==> config.mk <==
export PLATFORM = sky130hd
export DESIGN_NAME = pfi_param_bank
export DESIGN_NICKNAME = d
export VERILOG_FILES = /design/src/pkg/pfi_pkg.sv /design/src/rtl/pfi_param_bank.sv
export SDC_FILE = /design/constraint.sdc
export NUM_CORES = 1
export LEC_CHECK = 0
export ABC_CLOCK_PERIOD_IN_PS = 5090
export BUFFER_PORTS_ARGS = -buffer_cell sky130_fd_sc_hd__buf_2
export CELL_PAD_IN_SITES_DETAIL_PLACEMENT = 0
export CELL_PAD_IN_SITES_GLOBAL_PLACEMENT = 1
export CORE_UTILIZATION = 29
export CTS_BUF_LIST = sky130_fd_sc_hd__clkbuf_4 sky130_fd_sc_hd__clkbuf_8 sky130_fd_sc_hd__clkbuf_16
export DETAILED_ROUTE_END_ITERATION = 16
export HOLD_SLACK_MARGIN = 0.02
export PLACE_DENSITY = 0.75
export SLEW_MARGIN = 20
export SYNTH_ARGS = -nofsm -noshare
export SYNTH_HDL_FRONTEND = slang
export SYNTH_SLANG_ARGS = --single-unit
==> constraint.sdc <==
create_clock -name core_clk -period 5.09 [get_ports core_clk]
set_input_delay 0.7635 -clock core_clk [delete_from_list [all_inputs] [get_ports core_clk]]
set_output_delay 0.7635 -clock core_clk [all_outputs]
set_load 0.01 [all_outputs]
==> src/pkg/pfi_pkg.sv <==
// Constants and types of the parameter bank for labels, fault injection and terminal preset.
// Overview of operation
// - Two user labels hold 0 to 9999, start at 9999, are kept in nonvolatile store.
// - User label contents never steer any drive behaviour; they are labels only.
// - Label writes are accepted while running, in any mode, whatever the write selection.
// - Labels, fault trigger and preset trigger are reachable only while display select is 0.
// - A valid injection code trips the drive and raises the fault alarm like a real fault.
// - Injection codes are only the listed fault data codes from 16 through 245.
// - The fault trigger always reads 9999, and writing 9999 causes no fault.
// - Values written to the fault trigger are never saved to nonvolatile store.
// - An injected fault shows as newest history; drive reset clears it and restores history.
// - A fault injection write is ignored while any fault is already active.
// - Automatic retry is disabled for a fault produced by injection.
// - A real fault after an injected one changes neither display nor history.
// - Writing 10 to the preset trigger loads all terminal communication settings.
// - Preset values: mode 0, speed 192, stop 10, parity 1, retries and check 9999, etc.
// - The preset trigger always reads 9999, and writing 9999 does nothing.
// - The preset overwrites every affected setting, changed by the user or not.
// - The panel menu triggers the same preset when 1 is written to its item.
package pfi_pkg;
  localparam logic [11:0] ADDR_LABEL1    = 12'h000;
  localparam logic [11:0] ADDR_LABEL2    = 12'h004;
  localparam logic [11:0] ADDR_FAULT     = 12'h008;
  localparam logic [11:0] ADDR_PRESET    = 12'h00C;
  localparam logic [11:0] ADDR_CTRL      = 12'h010;
  localparam logic [11:0] ADDR_STATUS    = 12'h014;
  localparam logic [11:0] ADDR_COMM_BASE = 12'h020;
  localparam logic [11:0] ADDR_COMM_LAST = 12'h044;
  localparam logic [15:0] LABEL_INIT        = 16'h270F;
  localparam logic [15:0] LABEL_MAX         = 16'h270F;
  localparam logic [15:0] NO_ACTION         = 16'h270F;
  localparam logic [15:0] PRESET_CODE       = 16'h000A;
  localparam logic [15:0] PANEL_PRESET_CODE = 16'h0001;
  localparam logic [15:0] EXT_SEL_INIT      = 16'h0000;
  localparam int STAT_ACTIVE_BIT = 0;
  localparam int STAT_INJ_BIT    = 1;
  localparam int STAT_RETRY_BIT  = 2;
  localparam int STAT_CODE_LSB   = 8;
  localparam int STAT_DISP_LSB   = 16;
  localparam int STAT_HIST_LSB   = 24;
  // Field order matters: the first field sits in the highest bits.
  typedef struct packed {
    logic [15:0] opMode;
    logic [15:0] speed;
    logic [15:0] stopBits;
    logic [15:0] parity;
    logic [15:0] retries;
    logic [15:0] checkIvl;
    logic [15:0] waitTime;
    logic [15:0] lineEnd;
    logic [15:0] startup;
    logic [15:0] protocol;
  } pfi_comm_t;
  localparam pfi_comm_t COMM_INIT = '{16'h0000, 16'h00C0, 16'h0001, 16'h0002, 16'h0001,
                                      16'h0000, 16'h270F, 16'h0001, 16'h0000, 16'h0000};
  localparam pfi_comm_t COMM_PRESET = '{16'h0000, 16'h00C0, 16'h000A, 16'h0001, 16'h270F,
                                        16'h270F, 16'h0000, 16'h0001, 16'h0001, 16'h0000};
  typedef struct packed {
    logic       valid;
    logic [7:0] code;
  } pfi_hist_t;
  typedef struct packed {
    logic        write;
    logic        addr;
    logic [15:0] data;
  } pfi_nvm_t;
  typedef struct packed {
    logic [15:0] label1;
    logic [15:0] label2;
    logic [15:0] extSel;
    logic        faultActive;
    logic        injected;
    logic        alarm;
    logic        retryEn;
    logic [7:0]  faultCode;
    logic [7:0]  histNewest;
    logic [7:0]  dispCode;
    pfi_comm_t   comm;
    logic        presetDone;
    pfi_hist_t   hist;
    pfi_nvm_t    nvm;
    logic [31:0] prdata;
    logic        pready;
    logic        pslverr;
  } pfi_state_t;
endpackage

==> src/rtl/pfi_param_bank.sv <==
// Parameter bank: user labels, fault injection path and terminal communication preset.
//
// Chosen here: the APB slave port and the register addresses.
`timescale 1ns/100ps
`default_nettype none
module pfi_param_bank #(
  parameter int ADDR_W = 12
) (
  input  wire logic                core_clk,
  input  wire logic                rst,
  input  wire logic [ADDR_W-1:0]   paddr,
  input  wire logic                psel,
  input  wire logic                penable,
  input  wire logic                pwrite,
  input  wire logic [31:0]         pwdata,
  output logic      [31:0]         prdata,
  output logic                     pready,
  output logic                     pslverr,
  input  wire logic                realFaultValid,
  input  wire logic [7:0]          realFaultCode,
  input  wire logic                driveReset,
  input  wire logic                panelMenuWrite,
  input  wire logic [15:0]         panelMenuData,
  output logic                     faultAlarmOutput,
  output logic                     retryEnable,
  output logic      [7:0]          displayCode,
  output pfi_pkg::pfi_hist_t       histRecord,
  output pfi_pkg::pfi_nvm_t        nvmStore,
  output pfi_pkg::pfi_comm_t       commSettings,
  output logic                     presetDone
);

  // Below 7 bits the comm mirror words at 0x040 and 0x044 are out of reach; above 12 the decode would alias.
  if (ADDR_W < 7 || ADDR_W > 12) begin
    $error("ADDR_W must lie between 7 and 12");
  end

  localparam pfi_pkg::pfi_state_t ST_INIT = '{
    label1:  pfi_pkg::LABEL_INIT,
    label2:  pfi_pkg::LABEL_INIT,
    extSel:  pfi_pkg::EXT_SEL_INIT,
    retryEn: 1'b1,
    comm:    pfi_pkg::COMM_INIT,
    default: '0
  };

  pfi_pkg::pfi_state_t s_r;
  pfi_pkg::pfi_state_t s_nxt;
  logic [11:0]         addr12;
  logic                setupPhase;
  logic                accessPhase;
  logic                reqErr;
  logic [31:0]         rdData;
  logic [31:0]         statusWord;
  logic                loadPreset;

  function automatic logic faultCodeOk(input logic [31:0] v);
    logic ok;
    case (v[7:0])
      8'h10, 8'h11, 8'h12, 8'h20, 8'h21, 8'h22, 8'h30, 8'h31,
      8'h40, 8'h52, 8'h60, 8'h61, 8'h70, 8'h80, 8'h81, 8'h90,
      8'h91, 8'hB0, 8'hB1, 8'hB2, 8'hC0, 8'hC4, 8'hC5, 8'hC7,
      8'hC9, 8'hD0, 8'hE6, 8'hF5: ok = 1'b1;
      default: ok = 1'b0;
    endcase
    return ok && (v[31:8] == 24'h00_0000);
  endfunction

  function automatic logic isParam(input logic [11:0] a);
    return (a == pfi_pkg::ADDR_LABEL1) || (a == pfi_pkg::ADDR_LABEL2) ||
           (a == pfi_pkg::ADDR_FAULT) || (a == pfi_pkg::ADDR_PRESET);
  endfunction

  function automatic logic [15:0] commWord(input pfi_pkg::pfi_comm_t c,
                                           input logic [11:0] a);
    logic [3:0] idx;
    logic [11:0] off;
    off = a - pfi_pkg::ADDR_COMM_BASE;
    idx = off[5:2];
    return c[(9 - idx) * 16 +: 16];
  endfunction

  assign addr12      = 12'(paddr);
  assign setupPhase  = psel && !penable;
  assign accessPhase = psel && penable && s_r.pready;

  always_comb begin
    statusWord = '0;
    statusWord[pfi_pkg::STAT_ACTIVE_BIT] = s_r.faultActive;
    statusWord[pfi_pkg::STAT_INJ_BIT] = s_r.injected;
    statusWord[pfi_pkg::STAT_RETRY_BIT] = s_r.retryEn;
    statusWord[pfi_pkg::STAT_CODE_LSB +: 8] = s_r.faultCode;
    statusWord[pfi_pkg::STAT_DISP_LSB +: 8] = s_r.dispCode;
    statusWord[pfi_pkg::STAT_HIST_LSB +: 8] = s_r.histNewest;
  end

  // Request checks are made in the setup cycle so that the answer can leave a flip-flop.
  always_comb begin
    reqErr = 1'b0;
    rdData = '0;
    case (addr12)
      pfi_pkg::ADDR_LABEL1: begin
        rdData = {16'h0000, s_r.label1};
        reqErr = pwrite && (pwdata > 32'(pfi_pkg::LABEL_MAX));
      end
      pfi_pkg::ADDR_LABEL2: begin
        rdData = {16'h0000, s_r.label2};
        reqErr = pwrite && (pwdata > 32'(pfi_pkg::LABEL_MAX));
      end
      pfi_pkg::ADDR_FAULT: begin
        rdData = 32'(pfi_pkg::NO_ACTION);
        reqErr = pwrite && !faultCodeOk(pwdata) &&
                 (pwdata != 32'(pfi_pkg::NO_ACTION));
      end
      pfi_pkg::ADDR_PRESET: begin
        rdData = 32'(pfi_pkg::NO_ACTION);
        reqErr = pwrite && (pwdata != 32'(pfi_pkg::PRESET_CODE)) &&
                 (pwdata != 32'(pfi_pkg::NO_ACTION));
      end
      pfi_pkg::ADDR_CTRL: begin
        rdData = {16'h0000, s_r.extSel};
      end
      pfi_pkg::ADDR_STATUS: begin
        rdData = statusWord;
        reqErr = pwrite;
      end
      default: begin
        if (addr12 >= pfi_pkg::ADDR_COMM_BASE && addr12 <= pfi_pkg::ADDR_COMM_LAST &&
            addr12[1:0] == 2'b00) begin
          rdData = {16'h0000, commWord(s_r.comm, addr12)};
          reqErr = pwrite;
        end else begin
          reqErr = 1'b1;
        end
      end
    endcase
    if ((s_r.extSel != 16'h0000) && isParam(addr12)) begin
      reqErr = 1'b1;
    end
  end

  always_comb begin
    s_nxt = s_r;
    loadPreset = 1'b0;
    s_nxt.pready = 1'b0;
    s_nxt.pslverr = 1'b0;
    s_nxt.presetDone = 1'b0;
    s_nxt.hist.valid = 1'b0;
    s_nxt.nvm.write = 1'b0;
    if (driveReset) begin
      s_nxt.faultActive = 1'b0;
      s_nxt.injected = 1'b0;
      s_nxt.alarm = 1'b0;
      s_nxt.retryEn = 1'b1;
      s_nxt.dispCode = s_r.histNewest;
    end
    // A real fault in the reset cycle wins over the clear; one after injection is dropped.
    if (realFaultValid && (!s_r.faultActive || driveReset)) begin
      s_nxt.faultActive = 1'b1;
      s_nxt.injected = 1'b0;
      s_nxt.alarm = 1'b1;
      s_nxt.retryEn = 1'b1;
      s_nxt.faultCode = realFaultCode;
      s_nxt.histNewest = realFaultCode;
      s_nxt.dispCode = realFaultCode;
      s_nxt.hist.valid = 1'b1;
      s_nxt.hist.code = realFaultCode;
    end
    if (setupPhase) begin
      s_nxt.pready = 1'b1;
      s_nxt.pslverr = reqErr;
      s_nxt.prdata = reqErr ? 32'h0000_0000 : rdData;
    end
    // Writes land only at the access edge; labels are never gated by run state or mode.
    if (accessPhase && pwrite && !s_r.pslverr) begin
      case (addr12)
        pfi_pkg::ADDR_LABEL1: begin
          s_nxt.label1 = pwdata[15:0];
          s_nxt.nvm.write = 1'b1;
          s_nxt.nvm.addr = 1'b0;
          s_nxt.nvm.data = pwdata[15:0];
        end
        pfi_pkg::ADDR_LABEL2: begin
          s_nxt.label2 = pwdata[15:0];
          s_nxt.nvm.write = 1'b1;
          s_nxt.nvm.addr = 1'b1;
          s_nxt.nvm.data = pwdata[15:0];
        end
        pfi_pkg::ADDR_FAULT: begin
          // Nothing here reaches the store port, so injected codes never persist.
          if (faultCodeOk(pwdata) && !s_r.faultActive && !realFaultValid) begin
            s_nxt.faultActive = 1'b1;
            s_nxt.injected = 1'b1;
            s_nxt.alarm = 1'b1;
            s_nxt.retryEn = 1'b0;
            s_nxt.faultCode = pwdata[7:0];
            s_nxt.dispCode = pwdata[7:0];
          end
        end
        pfi_pkg::ADDR_PRESET: begin
          if (pwdata == 32'(pfi_pkg::PRESET_CODE)) begin
            loadPreset = 1'b1;
          end
        end
        pfi_pkg::ADDR_CTRL: begin
          s_nxt.extSel = pwdata[15:0];
        end
        default: begin
        end
      endcase
    end
    if (panelMenuWrite && panelMenuData == pfi_pkg::PANEL_PRESET_CODE) begin
      loadPreset = 1'b1;
    end
    // The new settings only act after the operator resets the drive.
    if (loadPreset) begin
      s_nxt.comm = pfi_pkg::COMM_PRESET;
      s_nxt.presetDone = 1'b1;
    end
  end

  always_ff @(posedge core_clk) begin
    if (rst) begin
      s_r <= ST_INIT;
    end else begin
      s_r <= s_nxt;
    end
  end

  assign prdata           = s_r.prdata;
  assign pready           = s_r.pready;
  assign pslverr          = s_r.pslverr;
  assign faultAlarmOutput = s_r.alarm;
  assign retryEnable      = s_r.retryEn;
  assign displayCode      = s_r.dispCode;
  assign histRecord       = s_r.hist;
  assign nvmStore         = s_r.nvm;
  assign commSettings     = s_r.comm;
  assign presetDone       = s_r.presetDone;
endmodule
`default_nettype wire

Word level (Yosys, flattened, before mapping)
Cells that the tools add are included.
{"block": "totals", "regBits": 145, "output_inout_bits": 232}
{"block": "classes", "eq_ne": 37, "n_shift": 1, "n_addsub": 2, "muxes": 26, "n_lt_le_gt_ge": 3, "bitwise": 2, "n_reduce_logical": 42}
{"operator": "one-hot mux 32 bit (5 select lines)", "count": 1}
{"operator": "indexed part select 160 x 33 -> 16 bit", "count": 1}
{"operator": "equality test 8 bit (second input constant)", "count": 15}
{"operator": "equality test 8 x 6 -> 1 bit (second input constant)", "count": 5}
{"operator": "equality test 8 x 7 -> 1 bit (second input constant)", "count": 5}
{"operator": "two-way mux 12 bit", "count": 3}
{"operator": "one-hot mux 18 bit (2 select lines)", "count": 1}
{"operator": "equality test 32 x 4 -> 1 bit (second input constant)", "count": 1}
{"operator": "> comparator 32 x 14 -> 1 bit (second input constant)", "count": 1}
{"operator": "two-way mux 32 bit", "count": 1}
{"operator": "two-way mux 8 bit", "count": 4}
{"operator": "inequality test 32 x 14 -> 1 bit (second input constant)", "count": 1}
{"operator": "inequality test 32 x 4 -> 1 bit (second input constant)", "count": 1}
{"operator": "two-way mux 28 bit", "count": 1}
{"operator": "OR reduction 28 bit", "count": 1}
{"operator": "equality test 12 x 4 -> 1 bit (second input constant)", "count": 2}
{"operator": "equality test 12 x 5 -> 1 bit (second input constant)", "count": 2}
{"operator": "equality test 8 x 5 -> 1 bit (second input constant)", "count": 3}
{"operator": "logical NOT 24 bit", "count": 1}
{"operator": "logical AND 1 bit", "count": 19}
{"operator": "equality test 16 x 1 -> 1 bit (second input constant)", "count": 1}
{"operator": "two-way mux 16 bit", "count": 1}
{"operator": "nonzero test 16 bit", "count": 1}
{"operator": "equality test 12 x 3 -> 1 bit (second input constant)", "count": 1}
{"operator": "other kinds (17)", "count": 40}

Logic depth before layout (Yosys ltp)
{"block": "logic_depth", "word_depth": 11, "ltp_mapped": 10, "ltp_nobuf": 9}

Worst setup path after synthesis
OpenSTA, ideal clock, no wires.
{"block": "synth_path", "path_kind": "input port to flip-flop", "startpoint": "in paddr[10]", "endpoint": "reg s_r, in the netlist displayCode[5]", "required_time_ps": 4962, "path_buffers": 1, "path_slack_ps": 2555, "t_arrival_ps": 2407, "stages": 8, "path_cell_list": "nor4_4 > nand3_1 > nor4_1 > nor4b_2 > a21boi_2 > buf_6 > mux2i_1 > nor2_1"}
{"block": "synth_via", "elab_chain_cells": 3}
{"item": "start, declared", "line": "pfi_param_bank.sv:11", "source": "input wire logic [ADDR_W-1:0] paddr,"}
{"item": "equality test 12 x 4 -> 1 bit", "line": "pfi_param_bank.sv:176", "source": "case (addr12)"}
{"item": "two-way mux 8 bit", "line": "pfi_param_bank.sv:176"}
{"item": "two-way mux 8 bit", "line": "pfi_param_bank.sv:175", "source": "if (accessPhase && pwrite && !s_r.pslverr) begin"}
{"item": "end signal, assigned", "line": "pfi_param_bank.sv:226", "source": "s_r <= s_nxt;"}
{"item": "end, declared", "line": "pfi_param_bank.sv:47", "source": "pfi_pkg::pfi_state_t s_r;"}
No other way between the ends.
A chain may end at the register's enable or synchronous reset.

Worst setup path after layout
{"block": "layout_path", "startpoint": "in pwdata[9]", "endpoint": "reg s_r, in the netlist displayCode[6]"}
{"block": "layout_via", "elab_chain_cells": 7}
{"item": "start, declared", "line": "pfi_param_bank.sv:15", "source": "input wire logic [31:0] pwdata,"}
{"item": "logical NOT 24 bit", "line": "pfi_param_bank.sv:66", "source": "return ok && (v[31:8] == 24'h00_0000);"}
{"item": "logical AND 1 bit", "line": "pfi_param_bank.sv:66"}
{"item": "logical AND 1 bit (2 in series)", "line": "pfi_param_bank.sv:191", "source": "if (faultCodeOk(pwdata) && !s_r.faultActive && !realFaultValid) begin"}
{"item": "two-way mux 8 bit", "line": "pfi_param_bank.sv:191"}
{"item": "two-way mux 8 bit", "line": "pfi_param_bank.sv:176"}
{"item": "two-way mux 8 bit", "line": "pfi_param_bank.sv:175"}
No other way between the ends.

==> impl_metrics.ini <==
[global_route]
busiest_layer = met2
grt_pass1_wl_mm = 30.7
grt_use_met3_pct = 3.58
met1_usage_pct = 19.3
antenna_found_initial = 0
grt_max_degree = 88
grt_use_met2_pct = 22.6
gr-total-overflow = 0
track_usage_pct = 14.3
grt_pass1_vias = 5383

[floorplan]
die-area_um2 = 27500
rows = 59
core_area_um2 = 26200
die_height_um = 166
fp.dieW_um = 166
io_pins = 308
initial_core_util_pct = 29.7

[clock_network]
cts_tree = built
clk_pin_slew_ps = 60
cts_resized = 0
postCtsSetupRepairBufs = 0
cts_buffer_depth = 2
htree_num_levels = 4
numCtsBuffers = 17
cts.hold.buffers_added = 0
clock_sinks = 132
root_buffer = clkbuf_16
insertion_delay_ps = 410

[finish]
layout-drive-gt1-share_pct = 24.4
diodes = 0
nNetsFinal = 1050
layout.area.seq_um2 = 2640
multi_input_area_um2 = 3620
areaGrowthSynthToFinish_pct = 5.86
fillers = 2797
fin_area_um2 = 8230

[synthesis]
synthArstFlopShare_pct = 0
synth_top_area_cell = dfxtp_1
yosysMostFrequentCell = buf_4
ys_warn_count = 0
synthFlopType = dfxtp_1
yosysUniqueCellTypes = 62
syn_avg_cell_area_um2 = 8.41
synth-edff-count = 0
synthesis.instances = 924
yosys_register_bits = 132
yosys-top-cells-area = dfxtp_1 34%, buf_4 22%, mux2i_1 5.8%, nand2_1 5.6%, a21oi_1 3.3%
syn-cell-area_um2 = 7770
synth_seq_area_share_pct = 34.0
synth_common_cells = 228 x buf_4, 132 x dfxtp_1, 115 x nand2_1, 66 x nor2_1, 52 x a21oi_1
synth_top_area_share_pct = 34.0

[run_status]
status = finished with violations
violations = DRC

[route]
wl_per_cell_um = 15.1
postRouteAntennaNets = 0
vias = 6039
drc = 16
first_iter_violations = 417
avgViaCountPerCell = 4.57
dr.pass1.iters = 11
routed_wl_mm = 20.0

[power]
power_frac_clock_pct = 48.1
power_density_nw_per_um2 = 302
power.share.sequential_pct = 42.7
swShare_pct = 26.9
leakagePower_nw = 3.64
p_int_mw = 1.81
vdd.ir_drop.worst_mv = 0.214
p_sw_mw = 0.668
p_comb_share_pct = 9.1

[timing]
drv_slew = 0
fin_crit_sh_pct = 62.1
final-hold-violation-count = 0
setup_violations = 0
fin_crit_ps = 3160
rsz0062_at_grt = false
fin_tns_setup_ps = 0
slew_headroom_pct = 28.3
worstMarginPinSlew_ps = 1080
fin_skew_ps = 4.57
max_freq_ghz = 0.317

[placement]
placed_area_um2 = 7650
gp_congestion = 0.837
hpwl_mm = 14.4
port_buffers = 176

[critical_path]
crit_fanout = 22
crit_type = input port to register
cpPeakStageDelay_ps = 790
arrival_ps = 3420
critical_path_required_ps = 5350
worstPathCellList = buf_2 > nor4_1 > nand3_1 > nor4_1 > nor4b_2 > a21boi_2 > mux2i_1 > nor2_1
critPathCaptureType = register
cp-start-kind = input port
crit_slowest_cell = a21boi_2
path_common_cell = nor4_1

[min_path]
min_path_type = register to register

[job]
max_cap_violations = 0
per-layer routing:
| metal | wire, um | vias to the layer above | share of wire (%) |
|---|---|---|---|
| met3 | 1280 | 14 | 6.4 |
| met4 | 240 | 0 | 1.2 |
| li1 | - | 2924 | - |
| met1 | 9260 | 2849 | 46 |
| met2 | 9220 | 252 | 46 |
| met5 | 0 | - | 0 |
registers in the layout, indices dropped and copies added, names as in the netlist:
signal / flops
nvmStore: 18
faultAlarmOutput: 1
displayCode: 8
presetDone: 1
retryEnable: 1
pready: 1
histRecord: 9
prdata: 32
s_r: 58
commSettings: 2
pslverr: 1
per-stage QoR:
stage / instances / util [%] / hold slack [ps] / setup WS, ps / power [mW]
floorplan: 1053 / - / 426 / 2560 / 1.31
global placement: 1289 / 29.2 / 431 / 1620 / 1.31
detailed placement: 1289 / 29.2 / 440 / 1590 / 1.31
CTS: 1321 / 31.4 / 451 / 2010 / 2.51
global route: 1321 / 31.4 / 471 / 1650 / 2.59
finish: 1321 / 31.4 / 447 / 1930 / 2.48
final timing paths:
check,start,end,slack (ps),cells past startpoint
max,pwdata[9],displayCode[6]$_SDFF_PP0_,1930,8
min,prdata[11]$_SDFFE_PP0P_,prdata[11]$_SDFFE_PP0P_,450,2
max reg2reg,pready$_SDFF_PP0_,displayCode[6]$_SDFF_PP0_,2530,7
min reg2reg,prdata[11]$_SDFFE_PP0P_,prdata[11]$_SDFFE_PP0P_,450,2
power groups by stage:
stage / logic (mW) / clock network (mW) / registers [mW]
after floorplan: 0.232 / 0 / 1.08
after global placement: 0.225 / 0 / 1.08
after detailed placement: 0.225 / 0 / 1.08
after CTS: 0.226 / 1.22 / 1.06
after global routing: 0.249 / 1.28 / 1.06
final: 0.227 / 1.20 / 1.06
area by class of cell:
type	instances	area share [%]
inverters	17	0.775
well taps	335	5.09
clock buffers	19	5.50
multi-input cells	625	44.0
repair buffers	180	11.1
flip-flops and latches	132	32.1
clock inverters	13	1.49
critical path, delay by kind of cell:
family / cells / cell delay (ps)
AO/OA/AOI/OAI: 1 / 790
buffers and inverters: 1 / 160
multiplexers: 1 / 280
AND/OR/NAND/NOR: 5 / 1420
logic make-up (layout without fill, tap and decap cells):
| group | count (synthesis) | after routing | share of synthesized area, % |
|---|---|---|---|
| flops | 132 | 132 | 34.0 |
| xor+xnor | 2 | 2 | 0.225 |
| compound gates | 145 | 145 | 12.0 |
| fa+ha+maj | 1 | 1 | 0.161 |
| simple gates | 289 | 289 | 18.4 |
| mux | 57 | 57 | 9.13 |
| other cells | 2 | 131 | 0.0966 |
| buf+inv | 296 | 229 | 25.9 |
layout by cell type (no fill, tap or decap), types with 4 or more instances in the layout:
cell,synthesis,final
a31oi_1,12,12
dfxtp_1,132,132
mux2i_1,45,45
nand2_1,115,115
clkbuf_16,0,17
nand2b_1,4,4
o41ai_1,13,13
nor2b_1,8,8
o21ai_0,27,27
nor2_1,66,66
nand3_1,15,15
or3_1,12,12
buf_4,228,4
mux4_2,11,11
o211ai_1,4,4
inv_1,16,16
nor3_1,8,8
nand4_1,8,8
clkinv_4,0,4
a22o_1,16,16
and3_1,5,5
conb_1,2,131
inv_6,0,4
nor4_1,18,18
buf_2,15,176
a21oi_1,52,51
Power figures use the tool's default switching activity.
